**src/shared/clk_startup_map.svh**
```systemverilog
`ifndef CLK_STARTUP_MAP_SVH
`define CLK_STARTUP_MAP_SVH

// Clock source select codes
`define CSS_EXTERNAL        4'h0
`define CSS_RESERVED        4'h1
`define CSS_RC_CALIBRATED   4'h2
`define CSS_RC_128K         4'h3
`define CSS_LOW_FREQ_MSB    3'h2
`define CSS_FULL_SWING_MSB  3'h3

// Factory default fuse values (zero means programmed)
`define RST_CLOCK_SOURCE    4'h2
`define RST_STARTUP_TIME    2'h2
`define RST_DIVIDE_FUSE     1'h0

// Watchdog cycle counts of the reset time-out delay
`define TOUT_NONE           14'h0000
`define TOUT_SHORT          14'h0200
`define TOUT_LONG           14'h2000

// Oscillator start-up counts, plus the fixed reset extension
`define SU_EXTRA_CK         16'h000E
`define SU_6CK              16'h0006
`define SU_258CK            16'h0102
`define SU_1KCK             16'h0400
`define SU_16KCK            16'h4000
`define SU_32KCK            16'h8000

`define DIVIDE_RATIO        4'h8

`endif

```
**src/shared/clk_startup_pkg.sv**
```systemverilog
`default_nettype none
package clk_startup_pkg;

	typedef enum logic [2:0] {
		SRC_NONE,
		SRC_EXTERNAL,
		SRC_RC_CALIBRATED,
		SRC_RC_128K,
		SRC_LOW_FREQ_XTAL,
		SRC_FULL_SWING_XTAL,
		SRC_LOW_POWER_XTAL
	} clock_source_t;

	typedef struct packed {
		logic [3:0] clock_source_select;
		logic [1:0] startup_time_select;
		logic       clock_divide_by_eight_fuse;
	} fuse_set_t;

	typedef struct packed {
		logic [13:0] timeout_cycles;
		logic [15:0] startup_cycles;
		logic        reserved_code;
	} startup_plan_t;

	typedef enum logic [1:0] {
		PH_HOLD,
		PH_TIMEOUT,
		PH_STARTUP,
		PH_RUN
	} phase_t;

endpackage

`default_nettype wire
```
**src/hw/clock_source_startup_control.sv**
```systemverilog
// Behaviour
// Codes 1111 to 1000 select low-power crystal
// Codes 0111, 0110 select full-swing crystal
// Codes 0101, 0100 select low-frequency crystal
// Code 0011 selects 128 kHz RC
// Code 0010 selects calibrated RC
// Fuse one unprogrammed, zero programmed
// Default: calibrated RC divided by eight
// Default start-up bits are 10
// Watchdog-timed time-out after other resets release
// Time-out is 0, 512 or 8192 cycles
// Oscillator cycle counter holds reset, then releases
// Wake applies only start-up count
// Low-power range codes chosen by frequency
// Range code 100 only for resonators
// Divide fuse programmed divides clock by eight
// Low bit with start-up bits picks timing
// 0/00: 258 cycles, 14 plus 4.1 ms
// Slow power resonator: 14 plus 65 ms
// 0/10 no time-out, 0/11 adds 4.1 ms
// 1/01: 16K cycles, 14 cycles only
// 1/10: 16K cycles, plus 4.1 ms
// 1/11: 16K cycles, plus 65 ms
// Zero code external clock, 0001 reserved
// Reassertion restarts both counters from zero
`timescale 1ns/100ps
`default_nettype none
`include "clk_startup_map.svh"

module clock_source_startup_control
#(
	parameter int TIMEOUT_WIDTH = 14,
	parameter int STARTUP_WIDTH = 16
)
(
	// Clock and reset
	input  wire logic                           core_clk,
	input  wire logic                           sys_rst,
	// Configuration fuses
	input  wire logic [3:0]                     clock_source_select,
	input  wire logic [1:0]                     startup_time_select,
	input  wire logic                           clock_divide_by_eight_fuse,
	// Reset sources and wake request
	input  wire logic                           external_reset_active,
	input  wire logic                           wake_request,
	// Oscillator and watchdog ticks, one cycle pulses
	input  wire logic                           watchdog_tick,
	input  wire logic                           oscillator_tick,
	// Status
	output clk_startup_pkg::clock_source_t      selected_source,
	output logic                                internal_reset,
	output logic                                system_clock_enable,
	output logic                                fuse_reserved,
	output logic                                waking
);

	// ==========================================================
	// Elaboration checks
	if (TIMEOUT_WIDTH < 14 || STARTUP_WIDTH < 16)
	begin : g_width_check
		$error("counter widths too small for the longest delays");
	end

	// ==========================================================
	// State
	typedef struct packed {
		clk_startup_pkg::fuse_set_t     fuses;
		clk_startup_pkg::clock_source_t source;
		clk_startup_pkg::startup_plan_t plan;
		clk_startup_pkg::phase_t        phase;
		logic [TIMEOUT_WIDTH-1:0]       tout_count;
		logic [STARTUP_WIDTH-1:0]       su_count;
		logic [2:0]                     div_count;
		logic                           clock_enable;
		logic                           from_wake;
		logic                           hold_reset;
		logic                           wake_startup;
	} state_t;

	// Factory default: calibrated RC, longest start-up, divider fuse programmed
	localparam state_t RESET_STATE = '{
		fuses:        '{`RST_CLOCK_SOURCE, `RST_STARTUP_TIME, `RST_DIVIDE_FUSE},
		source:       clk_startup_pkg::SRC_RC_CALIBRATED,
		plan:         '{`TOUT_LONG, `SU_6CK, 1'b0},
		phase:        clk_startup_pkg::PH_HOLD,
		tout_count:   '0,
		su_count:     '0,
		div_count:    3'h0,
		clock_enable: 1'b0,
		from_wake:    1'b0,
		hold_reset:   1'b1,
		wake_startup: 1'b0
	};

	state_t state;
	state_t next_state;

	clk_startup_pkg::fuse_set_t     fuse_in;
	clk_startup_pkg::clock_source_t dec_source;
	clk_startup_pkg::startup_plan_t dec_plan;

	assign fuse_in = '{clock_source_select:        clock_source_select,
	                   startup_time_select:        startup_time_select,
	                   clock_divide_by_eight_fuse: clock_divide_by_eight_fuse};

	clock_startup_decode u_decode
	(
		.fuses  (fuse_in),
		.source (dec_source),
		.plan   (dec_plan)
	);

	// ==========================================================
	// Next state
	always_comb
	begin
		next_state = state;
		next_state.clock_enable = 1'b0;
		unique case (state.phase)
			clk_startup_pkg::PH_HOLD:
			begin
				// Fuses are latched while reset is held so a change mid-sequence has no effect
				next_state.fuses      = fuse_in;
				next_state.source     = dec_source;
				next_state.plan       = dec_plan;
				next_state.tout_count = '0;
				next_state.su_count   = '0;
				next_state.from_wake  = 1'b0;
				if (!external_reset_active && !dec_plan.reserved_code)
					next_state.phase = clk_startup_pkg::PH_TIMEOUT;
			end
			clk_startup_pkg::PH_TIMEOUT:
			begin
				if (TIMEOUT_WIDTH'(state.plan.timeout_cycles) == state.tout_count)
					next_state.phase = clk_startup_pkg::PH_STARTUP;
				else if (watchdog_tick)
					next_state.tout_count = state.tout_count + 1'b1;
			end
			clk_startup_pkg::PH_STARTUP:
			begin
				// The fixed 14-cycle extension rides on the start-up count after a reset only
				if (state.su_count == STARTUP_WIDTH'(state.plan.startup_cycles)
					+ (state.from_wake ? STARTUP_WIDTH'(0) : STARTUP_WIDTH'(`SU_EXTRA_CK)))
					next_state.phase = clk_startup_pkg::PH_RUN;
				else if (oscillator_tick)
					next_state.su_count = state.su_count + 1'b1;
			end
			clk_startup_pkg::PH_RUN:
			begin
				next_state.div_count = state.div_count + 1'b1;
				// Programmed (zero) fuse means divide by eight
				next_state.clock_enable = state.fuses.clock_divide_by_eight_fuse
					|| state.div_count == 3'(`DIVIDE_RATIO - 1);
				if (wake_request)
				begin
					// Wake from power-save or power-down skips the time-out
					next_state.phase     = clk_startup_pkg::PH_STARTUP;
					next_state.su_count  = '0;
					next_state.from_wake = 1'b1;
					next_state.div_count = '0;
				end
			end
		endcase
		if (external_reset_active)
		begin
			next_state.phase      = clk_startup_pkg::PH_HOLD;
			next_state.tout_count = '0;
			next_state.su_count   = '0;
		end
		// Reset and wake status leave from flip-flops: decoding the phase outside would glitch
		next_state.hold_reset   = next_state.phase != clk_startup_pkg::PH_RUN;
		next_state.wake_startup = next_state.from_wake
			&& next_state.phase == clk_startup_pkg::PH_STARTUP;
	end

	// ==========================================================
	// Registers
	always_ff @(posedge core_clk)
	begin
		if (sys_rst)
			state <= RESET_STATE;
		else
			state <= next_state;
	end

	// ==========================================================
	// Outputs
	assign selected_source     = state.source;
	assign internal_reset      = state.hold_reset;
	assign system_clock_enable = state.clock_enable;
	assign fuse_reserved       = state.plan.reserved_code;
	assign waking              = state.wake_startup;

endmodule // clock_source_startup_control

`default_nettype wire

```
**src/hw/clock_startup_decode.sv**
```systemverilog
`timescale 1ns/100ps
`default_nettype none
`include "clk_startup_map.svh"

module clock_startup_decode
(
	// Fuse inputs
	input  wire clk_startup_pkg::fuse_set_t    fuses,
	// Decoded selection
	output clk_startup_pkg::clock_source_t     source,
	output clk_startup_pkg::startup_plan_t     plan
);

	logic [3:0] sel;
	logic [1:0] sut;
	logic       low_bit;

	assign sel     = fuses.clock_source_select;
	assign sut     = fuses.startup_time_select;
	assign low_bit = sel[0];

	always_comb
	begin
		source = clk_startup_pkg::SRC_NONE;
		plan   = '{timeout_cycles: `TOUT_NONE, startup_cycles: `SU_6CK, reserved_code: 1'b0};
		// Crystal and resonator sources: the low select bit and start-up bits pick the pair
		if (sel[3] || sel[3:1] == `CSS_FULL_SWING_MSB)
		begin
			if (sel[3])
				source = clk_startup_pkg::SRC_LOW_POWER_XTAL;
			else
				source = clk_startup_pkg::SRC_FULL_SWING_XTAL;
			unique case ({low_bit, sut})
				3'h0:
				begin
					plan.startup_cycles = `SU_258CK;
					plan.timeout_cycles = `TOUT_SHORT;
				end
				3'h1:
				begin
					plan.startup_cycles = `SU_258CK;
					plan.timeout_cycles = `TOUT_LONG;
				end
				3'h2:
				begin
					plan.startup_cycles = `SU_1KCK;
					plan.timeout_cycles = `TOUT_NONE;
				end
				3'h3:
				begin
					plan.startup_cycles = `SU_1KCK;
					plan.timeout_cycles = `TOUT_SHORT;
				end
				3'h4:
				begin
					plan.startup_cycles = `SU_1KCK;
					plan.timeout_cycles = `TOUT_LONG;
				end
				3'h5:
				begin
					plan.startup_cycles = `SU_16KCK;
					plan.timeout_cycles = `TOUT_NONE;
				end
				3'h6:
				begin
					plan.startup_cycles = `SU_16KCK;
					plan.timeout_cycles = `TOUT_SHORT;
				end
				3'h7:
				begin
					plan.startup_cycles = `SU_16KCK;
					plan.timeout_cycles = `TOUT_LONG;
				end
			endcase
		end
		else if (sel[3:1] == `CSS_LOW_FREQ_MSB)
		begin
			source = clk_startup_pkg::SRC_LOW_FREQ_XTAL;
			plan.startup_cycles = low_bit ? `SU_32KCK : `SU_1KCK;
			unique case (sut)
				2'h0: plan.timeout_cycles = `TOUT_NONE;
				2'h1: plan.timeout_cycles = `TOUT_SHORT;
				2'h2: plan.timeout_cycles = `TOUT_LONG;
				2'h3:
				begin
					// Reserved combination: no clock is offered
					source = clk_startup_pkg::SRC_NONE;
					plan.reserved_code = 1'b1;
				end
			endcase
		end
		else
		begin
			// Simple sources start after a short count; time-out still follows the start-up bits
			unique case (sut)
				2'h0: plan.timeout_cycles = `TOUT_NONE;
				2'h1: plan.timeout_cycles = `TOUT_SHORT;
				2'h2: plan.timeout_cycles = `TOUT_LONG;
				2'h3: plan.reserved_code = 1'b1;
			endcase
			unique case (sel)
				`CSS_RC_128K:       source = clk_startup_pkg::SRC_RC_128K;
				`CSS_RC_CALIBRATED: source = clk_startup_pkg::SRC_RC_CALIBRATED;
				`CSS_EXTERNAL:      source = clk_startup_pkg::SRC_EXTERNAL;
				default:
				begin
					source = clk_startup_pkg::SRC_NONE;
					plan.reserved_code = 1'b1;
				end
			endcase
			if (plan.reserved_code)
				source = clk_startup_pkg::SRC_NONE;
		end
	end

endmodule // clock_startup_decode

`default_nettype wire

```
**config.mk**
```make
export PLATFORM = sky130hd
export DESIGN_NAME = clock_source_startup_control
export DESIGN_NICKNAME = d
export VERILOG_FILES = /design/src/shared/clk_startup_pkg.sv /design/src/hw/clock_source_startup_control.sv /design/src/hw/clock_startup_decode.sv
export VERILOG_INCLUDE_DIRS = /design/src /design/src/shared
export SDC_FILE = /design/constraint.sdc
export NUM_CORES = 1
export LEC_CHECK = 0
export BUFFER_PORTS_ARGS = -buffer_cell sky130_fd_sc_hd__buf_4
export CAP_MARGIN = 15
export CELL_PAD_IN_SITES_DETAIL_PLACEMENT = 1
export CELL_PAD_IN_SITES_GLOBAL_PLACEMENT = 2
export CORE_ASPECT_RATIO = 1.5
export CORE_MARGIN = 4
export CORE_UTILIZATION = 33
export DETAILED_ROUTE_END_ITERATION = 12
export GPL_TIMING_DRIVEN = 0
export PLACE_DENSITY = 0.8
export SYNTH_ARGS = -nofsm -noshare
export SYNTH_HDL_FRONTEND = slang
export SYNTH_SLANG_ARGS = --single-unit
```
**constraint.sdc**
```tcl
create_clock -name core_clk -period 2.4 [get_ports core_clk]
set_input_delay 0.24 -clock core_clk [delete_from_list [all_inputs] [get_ports core_clk]]
set_output_delay 0.24 -clock core_clk [all_outputs]
set_load 0.005 [all_outputs]
```
# Word-level counts from Yosys, hierarchy flattened

Memory sizes are Yosys's and may differ from the RTL's.
Index checks and enable logic that the tools add are counted.

Register bits after elaboration: 74
Latch bits: 0
Memory bits (writable): 0
ROM bits: 48
Input bits: 13
Output and inout bits: 7
Logic and storage cells: 86
Memories: 1

Memories:

| name             | words | bits a word | rd ports | clocked after memory_dff | write ports | line                       | source |
|---|---|---|---|---|---|---|---|
| (name not given) | 8     | 6           | 1        | 0                        | 0           | clock_startup_decode.sv:33 | `unique case ({low_bit, sut})` |

Add/subtract/negate cells: 4
Multipliers: 0
Div/mod/pow operators: 0
Order comparisons: 0
Equality and inequality tests: 20
Shift-type cells: 0
Multiplexer cells: 32
Bitwise logic cells: 1
Reduce and logical (&&, ||, !) cells: 15

Operators by type and width:

| kind                    | count |
|---|---|
| $mux W16                | 4 |
| $pmux W14 S2            | 2 |
| $pmux W16 S3            | 1 |
| $mux W32                | 1 |
| $mux W30                | 1 |
| $mux W14                | 2 |
| $mux W19                | 1 |
| $add A16 B1 Y16 const B | 1 |
| $add A16 B4 Y16         | 1 |
| $eq A16 B16 Y1          | 1 |
| $add A14 B1 Y14 const B | 1 |
| $eq A14 B14 Y1          | 1 |
| $mux W3                 | 4 |
| $ne A2 B2 Y1 const B    | 6 |
| $eq A2 B2 Y1 const B    | 5 |
| $mux W2                 | 5 |
| $eq A4 B2 Y1 const B    | 2 |
| $pmux W2 S4             | 1 |
| $mux W1                 | 7 |
| $eq A3 B2 Y1 const B    | 2 |
| $pmux W2 S3             | 1 |
| $eq A2 B1 Y1 const B    | 2 |
| $logic_not A4 Y1        | 1 |
| $mux W4                 | 1 |
| other kinds (14)        | 18 |

# Longest topological paths before layout

Depth in word-level cells: 14
Depth in mapped cells: 10
Depth with buffers taken out: 10

# Hierarchy

From an unflattened synthesis, not the netlist that was laid out.

Cell total of the unflattened synthesis: 528
Area total of the unflattened synthesis: 4404.2 sq um

Modules (own cells, without submodules):

| module                       | times used | cells each | area an instance (sq um) | sequential area each (sq um) |
|---|---|---|---|---|
| clock_source_startup_control | 1          | 468        | 3977.6                   | 1481.4 |
| clock_startup_decode         | 1          | 60         | 426.7                    | 0.0 |

# Least setup slack after synthesis

Ideal clock, no wire load.

Path kind: register to register
Start: register state[2] (netlist name)
End: register state[9] (netlist name)
Library setup time: 0.115 ns
Data arrival time: 2.340 ns
Data required time: 2.285 ns
Slack: -0.055 ns
Cell stages (with the launch flop): 11
Buffers on the path: 0
Clock period less this slack: 2.455 ns
Path through: dfxtp_1 > inv_1 > ha_1 > inv_1 > fa_1 > xor2_1 > nand3_1 > a2111oi_2 > a21oi_1 > and4b_1 > o21a_1

Word-level cells in the longest chain between the ends: 5

Ends and longest elaborated chain:

| what                               | line                                | source |
|---|---|---|
| start: declaration                 | clock_source_startup_control.sv:95  | `state_t state;` |
| start signal: assignment           | clock_source_startup_control.sv:183 | `state <= next_state;` |
| $mux W4                            | clock_source_startup_control.sv:143 | `` + (state.from_wake ? STARTUP_WIDTH'(0) : STARTUP_WIDTH'(`SU_EXTRA_CK))) `` |
| $add A16 B4 Y16                    | clock_source_startup_control.sv:142 | `if (state.su_count == STARTUP_WIDTH'(state.plan.startup_cycles)` |
| $eq A16 B16 Y1                     | clock_source_startup_control.sv:142 |  |
| $ne A2 B2 Y1 (no source line)      | -                                   |  |
| $reduce_and A4 Y1 (no source line) | -                                   |  |

Every way passes these cells.
A chain may end at the register's enable or synchronous reset.

# Worst setup path after layout

Start: register state[41] (netlist name)
End: register state[37] (netlist name)

Word-level cells in the longest chain between the ends: 5

Ends and longest elaborated chain:

| what            | line                                | source |
|---|---|---|
| $add A16 B4 Y16 | clock_source_startup_control.sv:142 |  |
| $eq A16 B16 Y1  | clock_source_startup_control.sv:142 |  |
| $mux W2         | clock_source_startup_control.sv:142 |  |
| $pmux W2 S4     | clock_source_startup_control.sv:119 | `unique case (state.phase)` |
| $mux W32        | clock_source_startup_control.sv:164 | `if (external_reset_active)` |

Every way passes these cells.

==> flow_summary.ini <==
[die]
pin_count = 20
core_sq_um = 8410
row_count = 41
die_w_microns = 83.7
start_util_pct = 33.7
fp.dieH_microns = 122
dieArea_sq_um = 10200

[final_layout]
syn_to_final_growth_pct = 18.2
drive_above_1_share_pct = 16.3
nFillCells = 1035
seq_area_sq_um = 1050
final_cell_mix = 50 x dfxtp_1, 47 x nor2_1, 30 x nand2_1, 24 x a21oi_1, 23 x buf_4
multi_input_area_sq_um = 1720
nets = 400
fin_area_sq_um = 3350
n_antenna_cell = 0
final_common_cell = dfxtp_1

[sta]
fmax_mhz = 437
final.min_clock_period_ns = 2.29
hold_violations = 0
clock_skew_ns = 0.00688
final-setup-viol-count = 0
fin_ws_ns = 0.111
post-route-period-util_pct = 95.4
drv_slew = 0
slew_headroom_pct = 61.3
rsz0062_at_grt = yes
tightest_slew_ns = 0.581
holdWs_ns = 0.193

[logic_synthesis]
async_reset_ff_share_pct = 0
synth_ff_type = dfxtp_1
ys_seq_area_share_pct = 36.7
synth_edf_count = 0
yosysUniqueCellTypes = 47
syn_area_sq_um = 2840
ys_ff_latch = 52
synth.avg_cell_area_sq_um = 8.30
ys_warn_count = 0
synthCells = 342
synth_nets = 374

[critical_path]
endpoint_kind = flip-flop
start_kind = flip-flop
crit_path_max_fanout = 3
cp_data_arrival_time_ns = 2.52
required_ns = 2.63
timing_worst_setup_path_type = reg -> reg

[global_routing]
grt_pass1_wl_microns = 12300
gr-total-overflow = 0
grt_pass1_vias = 2565
grt_use_total_pct = 15.0
grt_max_degree = 16
grt_antenna_before_repair = 0

[clock_network]
postCtsHoldBufs = 0
cts_buffer_depth = 2
numCtsBuffers = 5
clk_latency_ns = 0.29
htreeDepth = 2
cts_tree = yes
cts.clk_slew.worst_paths_ns = 0.07
cts.sink_count = 52
cts_root_buf = clkbuf_16

[power_and_ir_drop]
leakagePower_nw = 1.31
power_frac_seq_pct = 46.3
power_density_nw_per_um2 = 577
combPwrFrac_pct = 11.9
p_int_mw = 1.47
p_clk_share_pct = 41.8
swShare_pct = 23.9
totalPowerFinal_mw = 1.93
peakVddDrop_uv = 399
p_switching_mw = 0.462

[drt]
vias = 2387
ant_nets = 0
drtIter0Drc = 71
wl_microns = 6980
drt_pass1_iterations = 4
routedWlPerCell_microns = 14.7
drc = 0
via_per_inst = 5.01

[placed_design]
hpwlAfterDp_microns = 5370
place_ws_ns = -0.217
place_area_sq_um = 3120
gp_congestion = 0.825
portBuffers = 17

[run]
cap_violations = 0

[outcome]
run_status = completed

[worst_hold_path]
hp-class = in -> reg
[power by group through the flow]
stage                     sequential (mW)  clock (mW)  combinational [mW]
after floorplan                     0.911           0               0.159
after global placement              0.916           0               0.216
after detailed placement            0.917           0               0.221
after CTS                           0.897       0.834               0.227
after global routing                0.898       0.863               0.264
final                               0.896       0.809               0.230
[worst max-delay path, stage by stage (launching register included)]
cell       delay, ns
dfxtp_1         0.39
ha_4            0.16
inv_2           0.03
fa_1            0.49
xor2_1          0.18
nand3_2         0.11
a2111oi_4       0.27
a221oi_2        0.12
a311oi_2        0.27
nor2b_2         0.19
[per-stage QoR]
stage / std cells / utilization, % / TNS, ns
2_1_floorplan: 342 / - / 0
3_3_place_gp: 466 / 37.0 / -1.90
3_5_place_dp: 466 / 37.0 / -2.53
4_1_cts: 475 / 39.4 / 0
5_1_grt: 476 / 39.9 / -0.0454
6_report: 476 / 39.9 / 0
[layout make-up]
| type | instances | share of cell area, % |
|---|---|---|
| Tap cell | 107 | 3.99 |
| Clock inverter | 2 | 1.04 |
| Timing Repair Buffer | 19 | 4.25 |
| Inverter | 16 | 1.86 |
| Multi-Input combinational cell | 259 | 51.3 |
| Sequential cell | 52 | 31.2 |
| Clock buffer | 6 | 3.84 |
| Buffer | 15 | 2.50 |
[sequential cells by signal, indices dropped and copies added, names as in the netlist]
| name | cells |
|---|---|
| fuse_reserved | 1 |
| selected_source | 3 |
| internal_reset | 1 |
| state | 45 |
| waking | 1 |
| system_clock_enable | 1 |
[Yosys cell counts, types with 2 or more instances]
library cell / count / area, sq um
a221oi_2: 2 / 30.0
o21ai_0: 10 / 50.1
nor3_1: 6 / 30.0
nand4_1: 10 / 62.6
nor2_1: 48 / 180
or3_1: 7 / 43.8
nand3_1: 19 / 95.1
a211oi_1: 2 / 15.0
inv_1: 16 / 60.1
clkbuf_1: 9 / 33.8
and3_1: 6 / 37.5
nor2b_1: 7 / 43.8
or4_1: 3 / 22.5
mux2i_1: 5 / 50.1
xnor2_1: 12 / 105
ha_1: 18 / 225
nand2_1: 30 / 113
or4_4: 2 / 22.5
dfxtp_1: 52 / 1040
xor2_1: 15 / 131
buf_4: 4 / 30.0
a21oi_1: 26 / 130
nand2b_1: 4 / 25.0
nor3b_1: 4 / 30.0
or2_2: 3 / 18.8
[path summary, 6_finish.rpt]
| check | from | end | slack (ns) | cells after the start |
|---|---|---|---|---|
| worst min register to register | selected_source[0] | selected_source[0] | 0.46 | 2 |
| worst max-delay path | state[41] | state[37] | 0.11 | 9 |
| worst min-delay path | external_reset_active | internal_reset | 0.19 | 3 |
| worst max register to register | state[41] | state[37] | 0.11 | 9 |
[metal layers]
layer  wire, microns  global-route usage (%)
met5               0                       0
met4             139                    5.94
met3             133                    2.91
met2            3750                    28.0
met1            2960                    16.4
[cell families (layout without fill, tap and decap cells)]
group | count (synthesis) | count (layout) | synth area share, %
and+or+nand+nor | 156 | 156 | 28.0
DFF | 52 | 52 | 36.7
muxes | 5 | 5 | 1.76
buffers and inverters | 31 | 58 | 4.94
xor gates and xnor gates | 27 | 27 | 8.33
adders and majority gates | 19 | 19 | 8.64
AOI/OAI and AO/OA | 52 | 52 | 11.6
[timing repair]
action / CTS / global route
gates resized for setup: 11 / 9
setup endpoints to repair: 18 / 14
setup buffers: 1 / 1
pin swaps: 4 / 2
No activity file was read; power rests on OpenSTA's default activity.
